## config.mk

```make
export PLATFORM = sky130hd
export DESIGN_NAME = pmca_array
export DESIGN_NICKNAME = d
export VERILOG_FILES = /design/src/pmca_pkg.sv /design/src/pmca_array.sv /design/src/pmca_sync.sv /design/src/pmca_imc.sv
export SDC_FILE = /design/constraint.sdc
export NUM_CORES = 1
export LEC_CHECK = 0
export BUFFER_PORTS_ARGS = -buffer_cell sky130_fd_sc_hd__buf_2
export CAP_MARGIN = 20
export CORE_AREA = 8 8 224 226
export DETAILED_ROUTE_END_ITERATION = 8
export DIE_AREA = 0 0 232 234
export MAX_ROUTING_LAYER = met4
export PLACE_DENSITY = 0.61
export SLEW_MARGIN = 10
export SYNTH_ARGS = -nofsm -noshare
export SYNTH_HDL_FRONTEND = slang
export SYNTH_SLANG_ARGS = --single-unit
```

## constraint.sdc

```tcl
create_clock -name mclk -period 3.48 [get_ports mclk]
set_input_delay 0.87 -clock mclk [delete_from_list [all_inputs] [get_ports mclk]]
set_output_delay 0.87 -clock mclk [all_outputs]
set_load 0.005 [all_outputs]
```

## src/pmca_pkg.sv

```systemverilog
// Shared constants for the macrocell array: offsets, budgets and encodings
`default_nettype none
package pmca_pkg;
  localparam int unsigned CELLS = 16;
  localparam int unsigned GRP   = 8;

  // Register offsets inside the configuration register space
  localparam logic [7:0] OFS_OMC_FIRST   = 8'h20;
  localparam logic [7:0] OFS_OMC_SECOND  = 8'h21;
  localparam logic [7:0] OFS_MASK_FIRST  = 8'h22;
  localparam logic [7:0] OFS_MASK_SECOND = 8'h23;
  localparam logic [7:0] OFS_IMC_A       = 8'h0a;
  localparam logic [7:0] OFS_IMC_B       = 8'h0b;
  localparam logic [7:0] OFS_IMC_C       = 8'h18;
  localparam logic [7:0] MASK_RST        = 8'h00;

  // Product term budget per cell
  localparam int unsigned NAT_FIRST     = 3;
  localparam int unsigned BOR_FIRST     = 6;
  localparam int unsigned NAT_SECOND    = 4;
  localparam int unsigned BOR_SECOND_LO = 5;
  localparam int unsigned BOR_SECOND_HI = 6;
  localparam int unsigned SECOND_HI_AT  = 12;

  // Flip-flop behaviour
  localparam logic [1:0] FT_D  = 2'h0;
  localparam logic [1:0] FT_T  = 2'h1;
  localparam logic [1:0] FT_JK = 2'h2;
  localparam logic [1:0] FT_SR = 2'h3;

  // Input cell modes
  localparam logic [1:0] IMC_PASS  = 2'h0;
  localparam logic [1:0] IMC_LATCH = 2'h1;
  localparam logic [1:0] IMC_REG   = 2'h2;
endpackage : pmca_pkg
`default_nettype wire

```

## src/pmca_array.sv

```systemverilog
// Output and input macrocells with bus load, readback, masks and pin enables
// How it works
// - Sixteen output cells, two routable groups of eight
// - Polarity XOR, then registered or combinational mux
// - Flip-flop acts as D, T, JK or SR
// - Clock from product term or clock pin rise
// - Active-high preset; clear from two terms
// - Native term budget per group; borrow budget per group, split at cell 12 in the second
// - Cell n uses data bit n mod 8
// - Lent terms leave owner; borrow only neighbour
// - Host loads and reads all sixteen cells
// - Bus load beats preset, clear and clock
// - Load on strobe trailing edge or level
// - Two group masks reset to zero
// - Masked cells ignore writes, others load
// - Pin enable is term OR direction bit
// - Output without enable equation drives always
// - Internal node frees pin, keeps feedback
// - 24 input cells: latch, register or pass
// - Host reads input cells over data bus
// - Nibble enable from term or address strobe
// - Address strobe captures port pins in input cells
// - Mailbox: slave read term drives port_a_dout on port A
`timescale 1ns/100ps
`default_nettype none
module pmca_array
  import pmca_pkg::*;
(
  input  wire logic             mclk,
  input  wire logic             rst,
  input  wire logic             config_space_sel,
  input  wire logic [7:0]       mcu_addr,
  input  wire logic [7:0]       mcu_data_in,
  input  wire logic             write_strobe_n,
  input  wire logic             read_strobe_n,
  input  wire logic             address_strobe_pin,
  input  wire logic             clock_input_pin,
  input  wire logic             load_level_mode,
  input  wire logic [15:0][3:0] cell_terms,
  input  wire logic [15:0][3:0] cell_lend,
  input  wire logic [15:0]      cell_k_term,
  input  wire logic [15:0]      cell_pol,
  input  wire logic [15:0]      cell_comb,
  input  wire logic [15:0][1:0] cell_ff_type,
  input  wire logic [15:0]      cell_clk_pin_sel,
  input  wire logic [15:0]      cell_pt_clk,
  input  wire logic [15:0]      cell_pt_preset,
  input  wire logic [15:0]      cell_pt_clr_a,
  input  wire logic [15:0]      cell_pt_clr_b,
  input  wire logic [15:0]      cell_pt_oe,
  input  wire logic [15:0]      cell_is_pin,
  input  wire logic [15:0]      cell_oe_defined,
  input  wire logic [15:0]      cell_route_alt,
  input  wire logic [7:0]       dir_a,
  input  wire logic [7:0]       dir_b,
  input  wire logic [7:0]       dir_c,
  input  wire logic [7:0]       port_a_in,
  input  wire logic [7:0]       port_b_in,
  input  wire logic [7:0]       port_c_in,
  input  wire logic [7:0]       port_a_dout,
  input  wire logic             slave_rd_pt,
  input  wire logic [23:0][1:0] imc_mode,
  input  wire logic [5:0]       imc_le_as_sel,
  input  wire logic [5:0]       imc_le_pt,
  output logic      [7:0]       port_a_o,
  output logic      [7:0]       port_a_oe_n,
  output logic      [7:0]       port_b_o,
  output logic      [7:0]       port_b_oe_n,
  output logic      [7:0]       port_c_o,
  output logic      [7:0]       port_c_oe_n,
  output logic      [7:0]       fb_first_output_group,
  output logic      [7:0]       fb_second_output_group,
  output logic      [23:0]      imc_to_array,
  output logic      [7:0]       mcu_data_out,
  output logic                  mcu_data_oe_n
);
  typedef struct packed {
    logic [15:0] q;
    logic [15:0] mux;
    logic [7:0]  mask_first;
    logic [7:0]  mask_second;
    logic        wr_prev;
    logic        wr_hit;
    logic [7:0]  wr_addr;
    logic [7:0]  wr_data;
    logic        clk_pin_prev;
    logic [15:0] pt_clk_prev;
    logic [7:0]  pa_o;
    logic [7:0]  pa_oe_n;
    logic [7:0]  pb_o;
    logic [7:0]  pb_oe_n;
    logic [7:0]  pc_o;
    logic [7:0]  pc_oe_n;
    logic [7:0]  dout;
    logic        dout_oe_n;
  } pmca_state_s;

  pmca_state_s st_q, st_d;

  logic [44:0] pin_raw;
  logic [44:0] pin_f;
  logic [7:0]  s_pa, s_pb, s_pc, s_data, s_addr;
  logic        s_cs, s_clk, s_as, s_rd_n, s_wr_n;
  logic        wr_act, rd_act, go;
  logic [7:0]  eff_addr, eff_data;
  logic [15:0] sum, xr, clr, clk_edge, load_en, ff_next;
  logic [23:0] imc_val;

  assign pin_raw = {port_c_in, port_b_in, port_a_in, mcu_data_in, mcu_addr,
                    config_space_sel, clock_input_pin, address_strobe_pin,
                    read_strobe_n, write_strobe_n};

  pmca_sync #(.W(45)) u_sync (
    .mclk (mclk),
    .rst  (rst),
    .raw  (pin_raw),
    .filt (pin_f)
  );

  assign {s_pc, s_pb, s_pa, s_data, s_addr, s_cs, s_clk, s_as, s_rd_n, s_wr_n} = pin_f;
  assign wr_act = ~s_wr_n;
  assign rd_act = ~s_rd_n;

  // Sum of own unlent native terms plus what the right-hand neighbour lends
  function automatic logic cell_sum(
    input logic [3:0]  nat,
    input logic [3:0]  lent,
    input logic [3:0]  nb_nat,
    input logic [3:0]  nb_lent,
    input int unsigned n_nat,
    input int unsigned cap
  );
    logic        s;
    int unsigned taken;
    s     = 1'b0;
    taken = 0;
    for (int k = 0; k < 4; k++) begin
      if (k < n_nat && !lent[k]) begin
        s = s | nat[k];
      end
    end
    for (int k = 0; k < 4; k++) begin
      if (k < n_nat && nb_lent[k] && taken < cap) begin
        s     = s | nb_nat[k];
        taken = taken + 1;
      end
    end
    return s;
  endfunction : cell_sum

  for (genvar p = 0; p < 3; p++) begin : g_imc
    pmca_imc u_imc (
      .mclk      (mclk),
      .rst       (rst),
      .pins      (p == 0 ? s_pa : (p == 1 ? s_pb : s_pc)),
      .mode      (imc_mode[p*8 +: 8]),
      .le_as_sel (imc_le_as_sel[p*2 +: 2]),
      .le_pt     (imc_le_pt[p*2 +: 2]),
      .as_level  (s_as),
      .val       (imc_val[p*8 +: 8])
    );
  end

  always_comb begin
    st_d = st_q;
    // Level mode takes live values; edge mode uses what stood during the strobe
    if (load_level_mode) begin
      go       = wr_act && s_cs;
      eff_addr = s_addr;
      eff_data = s_data;
    end else begin
      go       = st_q.wr_prev && !wr_act && st_q.wr_hit;
      eff_addr = st_q.wr_addr;
      eff_data = st_q.wr_data;
    end
    st_d.wr_prev = wr_act;
    if (wr_act) begin
      st_d.wr_hit  = s_cs;
      st_d.wr_addr = s_addr;
      st_d.wr_data = s_data;
    end
    if (go && eff_addr == OFS_MASK_FIRST) begin
      st_d.mask_first = eff_data;
    end
    if (go && eff_addr == OFS_MASK_SECOND) begin
      st_d.mask_second = eff_data;
    end

    st_d.clk_pin_prev = s_clk;
    st_d.pt_clk_prev  = cell_pt_clk;
    for (int i = 0; i < CELLS; i++) begin
      sum[i] = cell_sum(cell_terms[i],
                        (i % GRP == 0) ? 4'h0 : cell_lend[i],
                        (i % GRP == GRP - 1) ? 4'h0 : cell_terms[(i + 1) % CELLS],
                        (i % GRP == GRP - 1) ? 4'h0 : cell_lend[(i + 1) % CELLS],
                        (i < GRP) ? NAT_FIRST : NAT_SECOND,
                        (i < GRP) ? BOR_FIRST :
                        ((i < SECOND_HI_AT) ? BOR_SECOND_LO : BOR_SECOND_HI));
      xr[i]  = sum[i] ^ cell_pol[i];
      clr[i] = cell_pt_clr_a[i] | cell_pt_clr_b[i];
      clk_edge[i] = cell_clk_pin_sel[i] ? (s_clk && !st_q.clk_pin_prev)
                                        : (cell_pt_clk[i] && !st_q.pt_clk_prev[i]);
      case (cell_ff_type[i])
        FT_D:    ff_next[i] = xr[i];
        FT_T:    ff_next[i] = st_q.q[i] ^ xr[i];
        FT_JK:   ff_next[i] = (xr[i] & ~st_q.q[i]) | (~cell_k_term[i] & st_q.q[i]);
        FT_SR:   ff_next[i] = xr[i] | (~cell_k_term[i] & st_q.q[i]);
        default: ff_next[i] = st_q.q[i];
      endcase
      if (i < GRP) begin
        load_en[i] = go && eff_addr == OFS_OMC_FIRST && !st_q.mask_first[i % GRP];
      end else begin
        load_en[i] = go && eff_addr == OFS_OMC_SECOND && !st_q.mask_second[i % GRP];
      end
      // A masked cell falls through to its own clear, preset and clock
      if (load_en[i]) begin
        st_d.q[i] = eff_data[i % GRP];
      end else if (clr[i]) begin
        st_d.q[i] = 1'b0;
      end else if (cell_pt_preset[i]) begin
        st_d.q[i] = 1'b1;
      end else if (clk_edge[i]) begin
        st_d.q[i] = ff_next[i];
      end
      st_d.mux[i] = cell_comb[i] ? xr[i] : st_q.q[i];
    end

    // Pin drive; enable low means driving
    for (int b = 0; b < GRP; b++) begin
      if (cell_is_pin[b] && !cell_route_alt[b]) begin
        st_d.pa_o[b]    = st_q.mux[b];
        st_d.pa_oe_n[b] = !(cell_pt_oe[b] || dir_a[b] || !cell_oe_defined[b]);
      end else begin
        st_d.pa_o[b]    = port_a_dout[b];
        st_d.pa_oe_n[b] = !slave_rd_pt;
      end
      if (cell_is_pin[b] && cell_route_alt[b]) begin
        st_d.pb_o[b]    = st_q.mux[b];
        st_d.pb_oe_n[b] = !(cell_pt_oe[b] || dir_b[b] || !cell_oe_defined[b]);
      end else if (cell_is_pin[GRP + b] && !cell_route_alt[GRP + b]) begin
        st_d.pb_o[b]    = st_q.mux[GRP + b];
        st_d.pb_oe_n[b] = !(cell_pt_oe[GRP + b] || dir_b[b] || !cell_oe_defined[GRP + b]);
      end else begin
        st_d.pb_o[b]    = 1'b0;
        st_d.pb_oe_n[b] = 1'b1;
      end
      if (cell_is_pin[GRP + b] && cell_route_alt[GRP + b]) begin
        st_d.pc_o[b]    = st_q.mux[GRP + b];
        st_d.pc_oe_n[b] = !(cell_pt_oe[GRP + b] || dir_c[b] || !cell_oe_defined[GRP + b]);
      end else begin
        st_d.pc_o[b]    = 1'b0;
        st_d.pc_oe_n[b] = 1'b1;
      end
    end

    // Readback; unmapped offsets leave the bus undriven
    st_d.dout_oe_n = 1'b1;
    st_d.dout      = 8'h00;
    if (rd_act && s_cs) begin
      st_d.dout_oe_n = 1'b0;
      case (s_addr)
        OFS_OMC_FIRST:   st_d.dout = st_q.q[7:0];
        OFS_OMC_SECOND:  st_d.dout = st_q.q[15:8];
        OFS_MASK_FIRST:  st_d.dout = st_q.mask_first;
        OFS_MASK_SECOND: st_d.dout = st_q.mask_second;
        OFS_IMC_A:       st_d.dout = imc_val[7:0];
        OFS_IMC_B:       st_d.dout = imc_val[15:8];
        OFS_IMC_C:       st_d.dout = imc_val[23:16];
        default:         st_d.dout_oe_n = 1'b1;
      endcase
    end
  end

  always_ff @(posedge mclk) begin
    if (rst) begin
      st_q             <= '0;
      st_q.mask_first  <= MASK_RST;
      st_q.mask_second <= MASK_RST;
      st_q.pa_oe_n     <= 8'hff;
      st_q.pb_oe_n     <= 8'hff;
      st_q.pc_oe_n     <= 8'hff;
      st_q.dout_oe_n   <= 1'b1;
    end else begin
      st_q <= st_d;
    end
  end

  assign port_a_o               = st_q.pa_o;
  assign port_a_oe_n            = st_q.pa_oe_n;
  assign port_b_o               = st_q.pb_o;
  assign port_b_oe_n            = st_q.pb_oe_n;
  assign port_c_o               = st_q.pc_o;
  assign port_c_oe_n            = st_q.pc_oe_n;
  assign fb_first_output_group  = st_q.mux[7:0];
  assign fb_second_output_group = st_q.mux[15:8];
  assign imc_to_array           = imc_val;
  assign mcu_data_out           = st_q.dout;
  assign mcu_data_oe_n          = st_q.dout_oe_n;

  property p_mask_reset;
    @(posedge mclk) rst |=> (st_q.mask_first == 8'h00 && st_q.mask_second == 8'h00);
  endproperty
  a_mask_reset: assert property (p_mask_reset) else $error("mask not cleared by reset");

  property p_masked_ignored;
    @(posedge mclk) disable iff (rst)
      (go && eff_addr == OFS_OMC_FIRST && st_q.mask_first[3] && !st_q.mask_first[4] && !clr[3]
       && !cell_pt_preset[3] && !clk_edge[3])
      |=> (st_q.q[3] == $past(st_q.q[3]) && st_q.q[4] == $past(eff_data[4]));
  endproperty
  a_masked_ignored: assert property (p_masked_ignored) else $error("masked cell loaded");

  property p_load_beats_clear;
    @(posedge mclk) disable iff (rst)
      (load_en[0] && clr[0]) |=> (st_q.q[0] == $past(eff_data[0]));
  endproperty
  a_load_beats_clear: assert property (p_load_beats_clear) else $error("clear won over load");

  property p_clear;
    @(posedge mclk) disable iff (rst)
      (!load_en[9] && clr[9]) |=> (st_q.q[9] == 1'b0);
  endproperty
  a_clear: assert property (p_clear) else $error("clear did not reset cell");

  property p_masked_keeps_logic;
    @(posedge mclk) disable iff (rst)
      (st_q.mask_first[2] && go && !clr[2] && !cell_pt_preset[2] && !clk_edge[2]) |=> $stable(st_q.q[2]);
  endproperty
  a_masked_keeps_logic: assert property (p_masked_keeps_logic) else $error("masked cell disturbed");

  property p_comb_path;
    @(posedge mclk) disable iff (rst)
      cell_comb[4] |=> (st_q.mux[4] == $past(xr[4]));
  endproperty
  a_comb_path: assert property (p_comb_path) else $error("combinational path wrong");

  property p_readback;
    @(posedge mclk) disable iff (rst)
      (rd_act && s_cs && s_addr == OFS_OMC_SECOND) |=> (!mcu_data_oe_n && mcu_data_out == $past(st_q.q[15:8]));
  endproperty
  a_readback: assert property (p_readback) else $error("readback mismatch");

  property p_edge_load;
    @(posedge mclk) disable iff (rst)
      (!load_level_mode && st_q.wr_prev && !wr_act && st_q.wr_hit && st_q.wr_addr == OFS_OMC_FIRST
       && st_q.mask_first == 8'h00) |=> (st_q.q[7:0] == $past(st_q.wr_data));
  endproperty
  a_edge_load: assert property (p_edge_load) else $error("trailing edge load missed");

  property p_pin_enable;
    @(posedge mclk) disable iff (rst)
      (cell_is_pin[1] && !cell_route_alt[1] && cell_pt_oe[1]) |=> !port_a_oe_n[1];
  endproperty
  a_pin_enable: assert property (p_pin_enable) else $error("pin driver not enabled");
endmodule : pmca_array
`default_nettype wire

```

## src/pmca_sync.sv

```systemverilog
// Three-stage pin synchroniser with second/third stage agreement
`timescale 1ns/100ps
`default_nettype none
module pmca_sync #(
  parameter int unsigned W = 8
) (
  input  wire logic         mclk,
  input  wire logic         rst,
  input  wire logic [W-1:0] raw,
  output logic      [W-1:0] filt
);
  typedef struct packed {
    logic [W-1:0] s1;
    logic [W-1:0] s2;
    logic [W-1:0] s3;
    logic [W-1:0] f;
  } pmca_sync_s;

  pmca_sync_s st_q, st_d;

  always_comb begin
    st_d    = st_q;
    st_d.s1 = raw;
    st_d.s2 = st_q.s1;
    st_d.s3 = st_q.s2;
    // A bit moves only once the two later stages agree
    st_d.f  = (st_q.s2 & ~(st_q.s2 ^ st_q.s3)) | (st_q.f & (st_q.s2 ^ st_q.s3));
  end

  always_ff @(posedge mclk) begin
    if (rst) begin
      st_q <= '0;
    end else begin
      st_q <= st_d;
    end
  end

  assign filt = st_q.f;
endmodule : pmca_sync
`default_nettype wire

```

## src/pmca_imc.sv

```systemverilog
// Eight input cells of one port: pass, transparent latch or edge register
`timescale 1ns/100ps
`default_nettype none
module pmca_imc
  import pmca_pkg::*;
(
  input  wire logic            mclk,
  input  wire logic            rst,
  input  wire logic [7:0]      pins,
  input  wire logic [7:0][1:0] mode,
  input  wire logic [1:0]      le_as_sel,
  input  wire logic [1:0]      le_pt,
  input  wire logic            as_level,
  output logic      [7:0]      val
);
  typedef struct packed {
    logic [7:0] val;
    logic [1:0] en_prev;
  } pmca_imc_s;

  pmca_imc_s  st_q, st_d;
  logic [1:0] en;

  always_comb begin
    st_d = st_q;
    for (int n = 0; n < 2; n++) begin
      en[n] = le_as_sel[n] ? as_level : le_pt[n];
    end
    st_d.en_prev = en;
    for (int b = 0; b < 8; b++) begin
      case (mode[b])
        IMC_PASS:  st_d.val[b] = pins[b];
        IMC_LATCH: st_d.val[b] = en[b/4] ? pins[b] : st_q.val[b];
        IMC_REG:   st_d.val[b] = (en[b/4] && !st_q.en_prev[b/4]) ? pins[b] : st_q.val[b];
        default:   st_d.val[b] = st_q.val[b];
      endcase
    end
  end

  always_ff @(posedge mclk) begin
    if (rst) begin
      st_q <= '0;
    end else begin
      st_q <= st_d;
    end
  end

  assign val = st_q.val;

  property p_imc_pass;
    @(posedge mclk) disable iff (rst)
      (mode[0] == IMC_PASS) |=> (val[0] == $past(pins[0]));
  endproperty
  a_imc_pass: assert property (p_imc_pass) else $error("pass cell did not follow pin");

  property p_imc_latch_hold;
    @(posedge mclk) disable iff (rst)
      (mode[5] == IMC_LATCH && !en[1]) |=> $stable(val[5]);
  endproperty
  a_imc_latch_hold: assert property (p_imc_latch_hold) else $error("closed latch changed");
endmodule : pmca_imc
`default_nettype wire

```

==> key figures <==
Run status
  • Outcome: complete, no violations

Final layout
  • Final nets: 2700
  • Reg area: approximately 7000 sq um
  • Layout cells sized above 1: 0.307
  • # fillers: roughly 4800
  • Final core occ: 0.420
  • Layout area overhead: 28.1%
  • Post-Layout Cell Count: approximately 2800
  • Area of the multi-input gates: approximately 7000 sq um

GRT
  • Met3 Usage GRT: 0.0369
  • Number of global-route vias before repair: 14200
  • Initial antenna violation count: 12
  • Total Routing Usage GR: 0.224
  • Met1 usage in global routing: 0.245
  • First-pass GRT wire length: 88.8 mm
  • GR peak layer: met2
  • GR Overflow Total: 0
  • Global routing usage on met2: 0.400
  • Largest net degree at the start of global routing: 98

STA
  • Final setup fails: 0
  • Clock skew: approximately 17 ps
  • RSZ-0062 raised after global routing: false
  • Post-route clock period utilization: 0.822
  • Worst-margin pin slew: 1130 ps
  • Final Hold Vio Count: 0
  • Fin. max-slew vios: 0
  • Setup_tns: 0 ps
  • Worst rel slew slack: 0.229
  • Fmax: 0.350 GHz
  • Final min period: between 2000 and 3000 ps
  • Hold slack final: 434 ps

Worst setup path
  • CP arrival: 3270 ps
  • CP Launch Type: input port
  • Critical path type: in2reg
  • Worst Path Required: 3890 ps
  • CP Max Fanout: 3
  • Critical Path End Type: flip-flop

Synthesis
  • EDFF count, synth: 0
  • Ys async rst share: 0
  • Leading area contributor after synthesis: dfxtp_1
  • Unique cell type count in the Yosys netlist: 69
  • Net Count, Synth: 2221
  • Post-synthesis sequential area ratio: 0.456
  • Synth warn: 0
  • Synthesized cell area: 15400 sq um
  • Yosys top cell area share: 0.456
  • Synth Area per Inst: 9.05 sq um
  • Cells after Synth: 1698
  • Synth Flop Type: dfxtp_1
  • Area contributors post-synth: dfxtp_1 46%, nor2b_1 6.7%, mux2i_1 4.9%
  • Synthesized flop and latch total: 350

Clocking
  • Hold_buf cts: 0
  • CTS Root Buffer Type: clkbuf_16
  • Longest Clk Path Bufs: 3
  • Post-CTS sizing: 0
  • Clk Latency, worst-skew pair: approximately 560 ps
  • Clk slew on worst S/H paths: 60 ps
  • Sink Count: 350
  • CTS buffer count: 39
  • H-Tree Level Count: 2
  • Postcts setup bufs: 0
  • TritonCTS clock tree: yes

Detailed routing
  • DRC: 0
  • Via/cell ratio: 4.94
  • Drt pass-1 iters: 8
  • Routed Antenna Nets: 0
  • Iter 0 DRT Violations: 843
  • Average wire per standard cell: roughly 22 um
  • Routed wire length: between 60 and 70 mm
  • DR vias: 14000

Power
  • Internal power: 0.00741 W
  • Maximum VDD drop: 0.000319 V
  • Clock power frac: 0.463
  • Sequential share of power: 0.434
  • Switching share of total power: 0.241
  • Psw: approximately 0.0024 W
  • P per Cell Area: 496 nW/um^2
  • Comb pwr share: 0.103
  • Pleak: 8.59 nW

Placed design
  • RePlAce Congestion: approximately 0.95
  • Buffers on Ports: 566
  • Hpwl dp: 51.5 mm
  • Placed insts: ~2800

Floorplan
  • Chip Width: 232 um
  • Initial Util: 0.328
  • Chip height: 234 um
  • Io pins: 590
  • Die area: 54300 sq um
  • Area of the core: 46800 sq um
  • Std-Cell Rows: 80

Job
  • Max-cap violations: 0

Hold path
  • Hold Crit Class: reg2reg
-- layout make-up --
type,count,share of cell area
Clock inverter,17,0.0165
Inverter,79,0.0151
Multi-Input combinational cell,1120,0.363
Sequential cell,350,0.356
Timing Repair Buffer,587,0.153
Tap cell,615,0.0391
Clock buffer,52,0.0561
Antenna cell,11,0.00140
-- layout by cell type, fill, tap and decap left out, types with 14 or more instances in the layout --
cell	n
a211oi_1	22
a21oi_1	118
a222oi_1	15
a22oi_1	25
buf_2	565
buf_4	20
clkbuf_16	39
dfxtp_1	350
ha_1	30
inv_1	79
mux2_2	14
mux2i_1	75
nand2_1	107
nand2b_1	42
nand3_1	14
nand4b_1	15
nor2_1	127
nor2b_1	163
nor3_1	30
nor3b_1	35
o21ai_0	113
xor2_1	19
-- cell families (layout without fill, tap and decap cells) --
kind of cell / after synthesis / in the layout / synth area share
AND/OR/NAND/NOR: 588 / 588 / 0.208
multiplexers: 91 / 91 / 0.0621
other: 0 / 11 / 0
XOR/XNOR: 27 / 27 / 0.0154
adder cells (fa/ha/maj): 30 / 30 / 0.0244
flip-flops: 350 / 350 / 0.456
buffers and inverters: 228 / 735 / 0.0794
AO/OA/AOI/OAI: 384 / 384 / 0.154
-- critical path, stage by stage --
cell	delay (ps)
buf_2	120
inv_1	60
ha_1	270
nand2_1	50
o311a_1	330
nor4_1	370
nor2_1	110
ha_1	200
inv_1	50
o22ai_1	70
a2111oi_0	450
o31ai_1	130
o211ai_1	100
a21oi_1	80
-- power by group through the flow --
stage | logic [W] | clock network (W) | registers (W)
after CTS | 0.00101 | 0.00466 | 0.00424
after global placement | 0.000981 | 0 | 0.00432
final | 0.00100 | 0.00452 | 0.00423
after global routing | 0.00111 | 0.00483 | 0.00425
after detailed placement | 0.00101 | 0 | 0.00433
after floorplan | 0.000529 | 0 | 0.00427
-- synthesized netlist by cell type, types with 25 or more instances --
library cell,number
nor2b_1,164
nor2_1,127
a21oi_1,118
nor3_1,30
nand2b_1,42
clkbuf_1,43
nor3b_1,35
nand2_1,107
dfxtp_1,350
ha_1,30
mux2i_1,75
a22oi_1,25
o21ai_0,113
buf_4,96
inv_1,79
-- metal layers --
metal,up-vias,part of all wire
li1,6807,-
met1,6645,0.40
met2,440,0.52
met3,107,0.052
met4,0,0.035
met5,-,0
-- stage by stage --
step / instance area [sq um] / power [W] / setup slack (ps)
finish: 19700 / 0.00976 / 621
global route: 19700 / 0.0102 / 240
detailed placement: 18200 / 0.00533 / 39.0
floorplan: 15400 / 0.00480 / 507
CTS: 19600 / 0.00991 / 616
global placement: 18200 / 0.00530 / 108
-- path summary, 6_finish.rpt --
check	startpoint	to	slack, ps	cells after the start
worst max register to register	flip-flop	st_q[133]$_SDFFE_PP0P_	1000	7
worst max-delay path	cell_lend[48]	st_q[135]$_SDFFE_PP0P_	620	14
worst min register to register	u_sync.st_d[94]$_SDFF_PP0_	u_sync.st_d[49]$_SDFF_PP0_	430	1
worst min-delay path	u_sync.st_d[94]$_SDFF_PP0_	u_sync.st_d[49]$_SDFF_PP0_	430	1
Note: power is estimated with default switching activity, not from simulation.
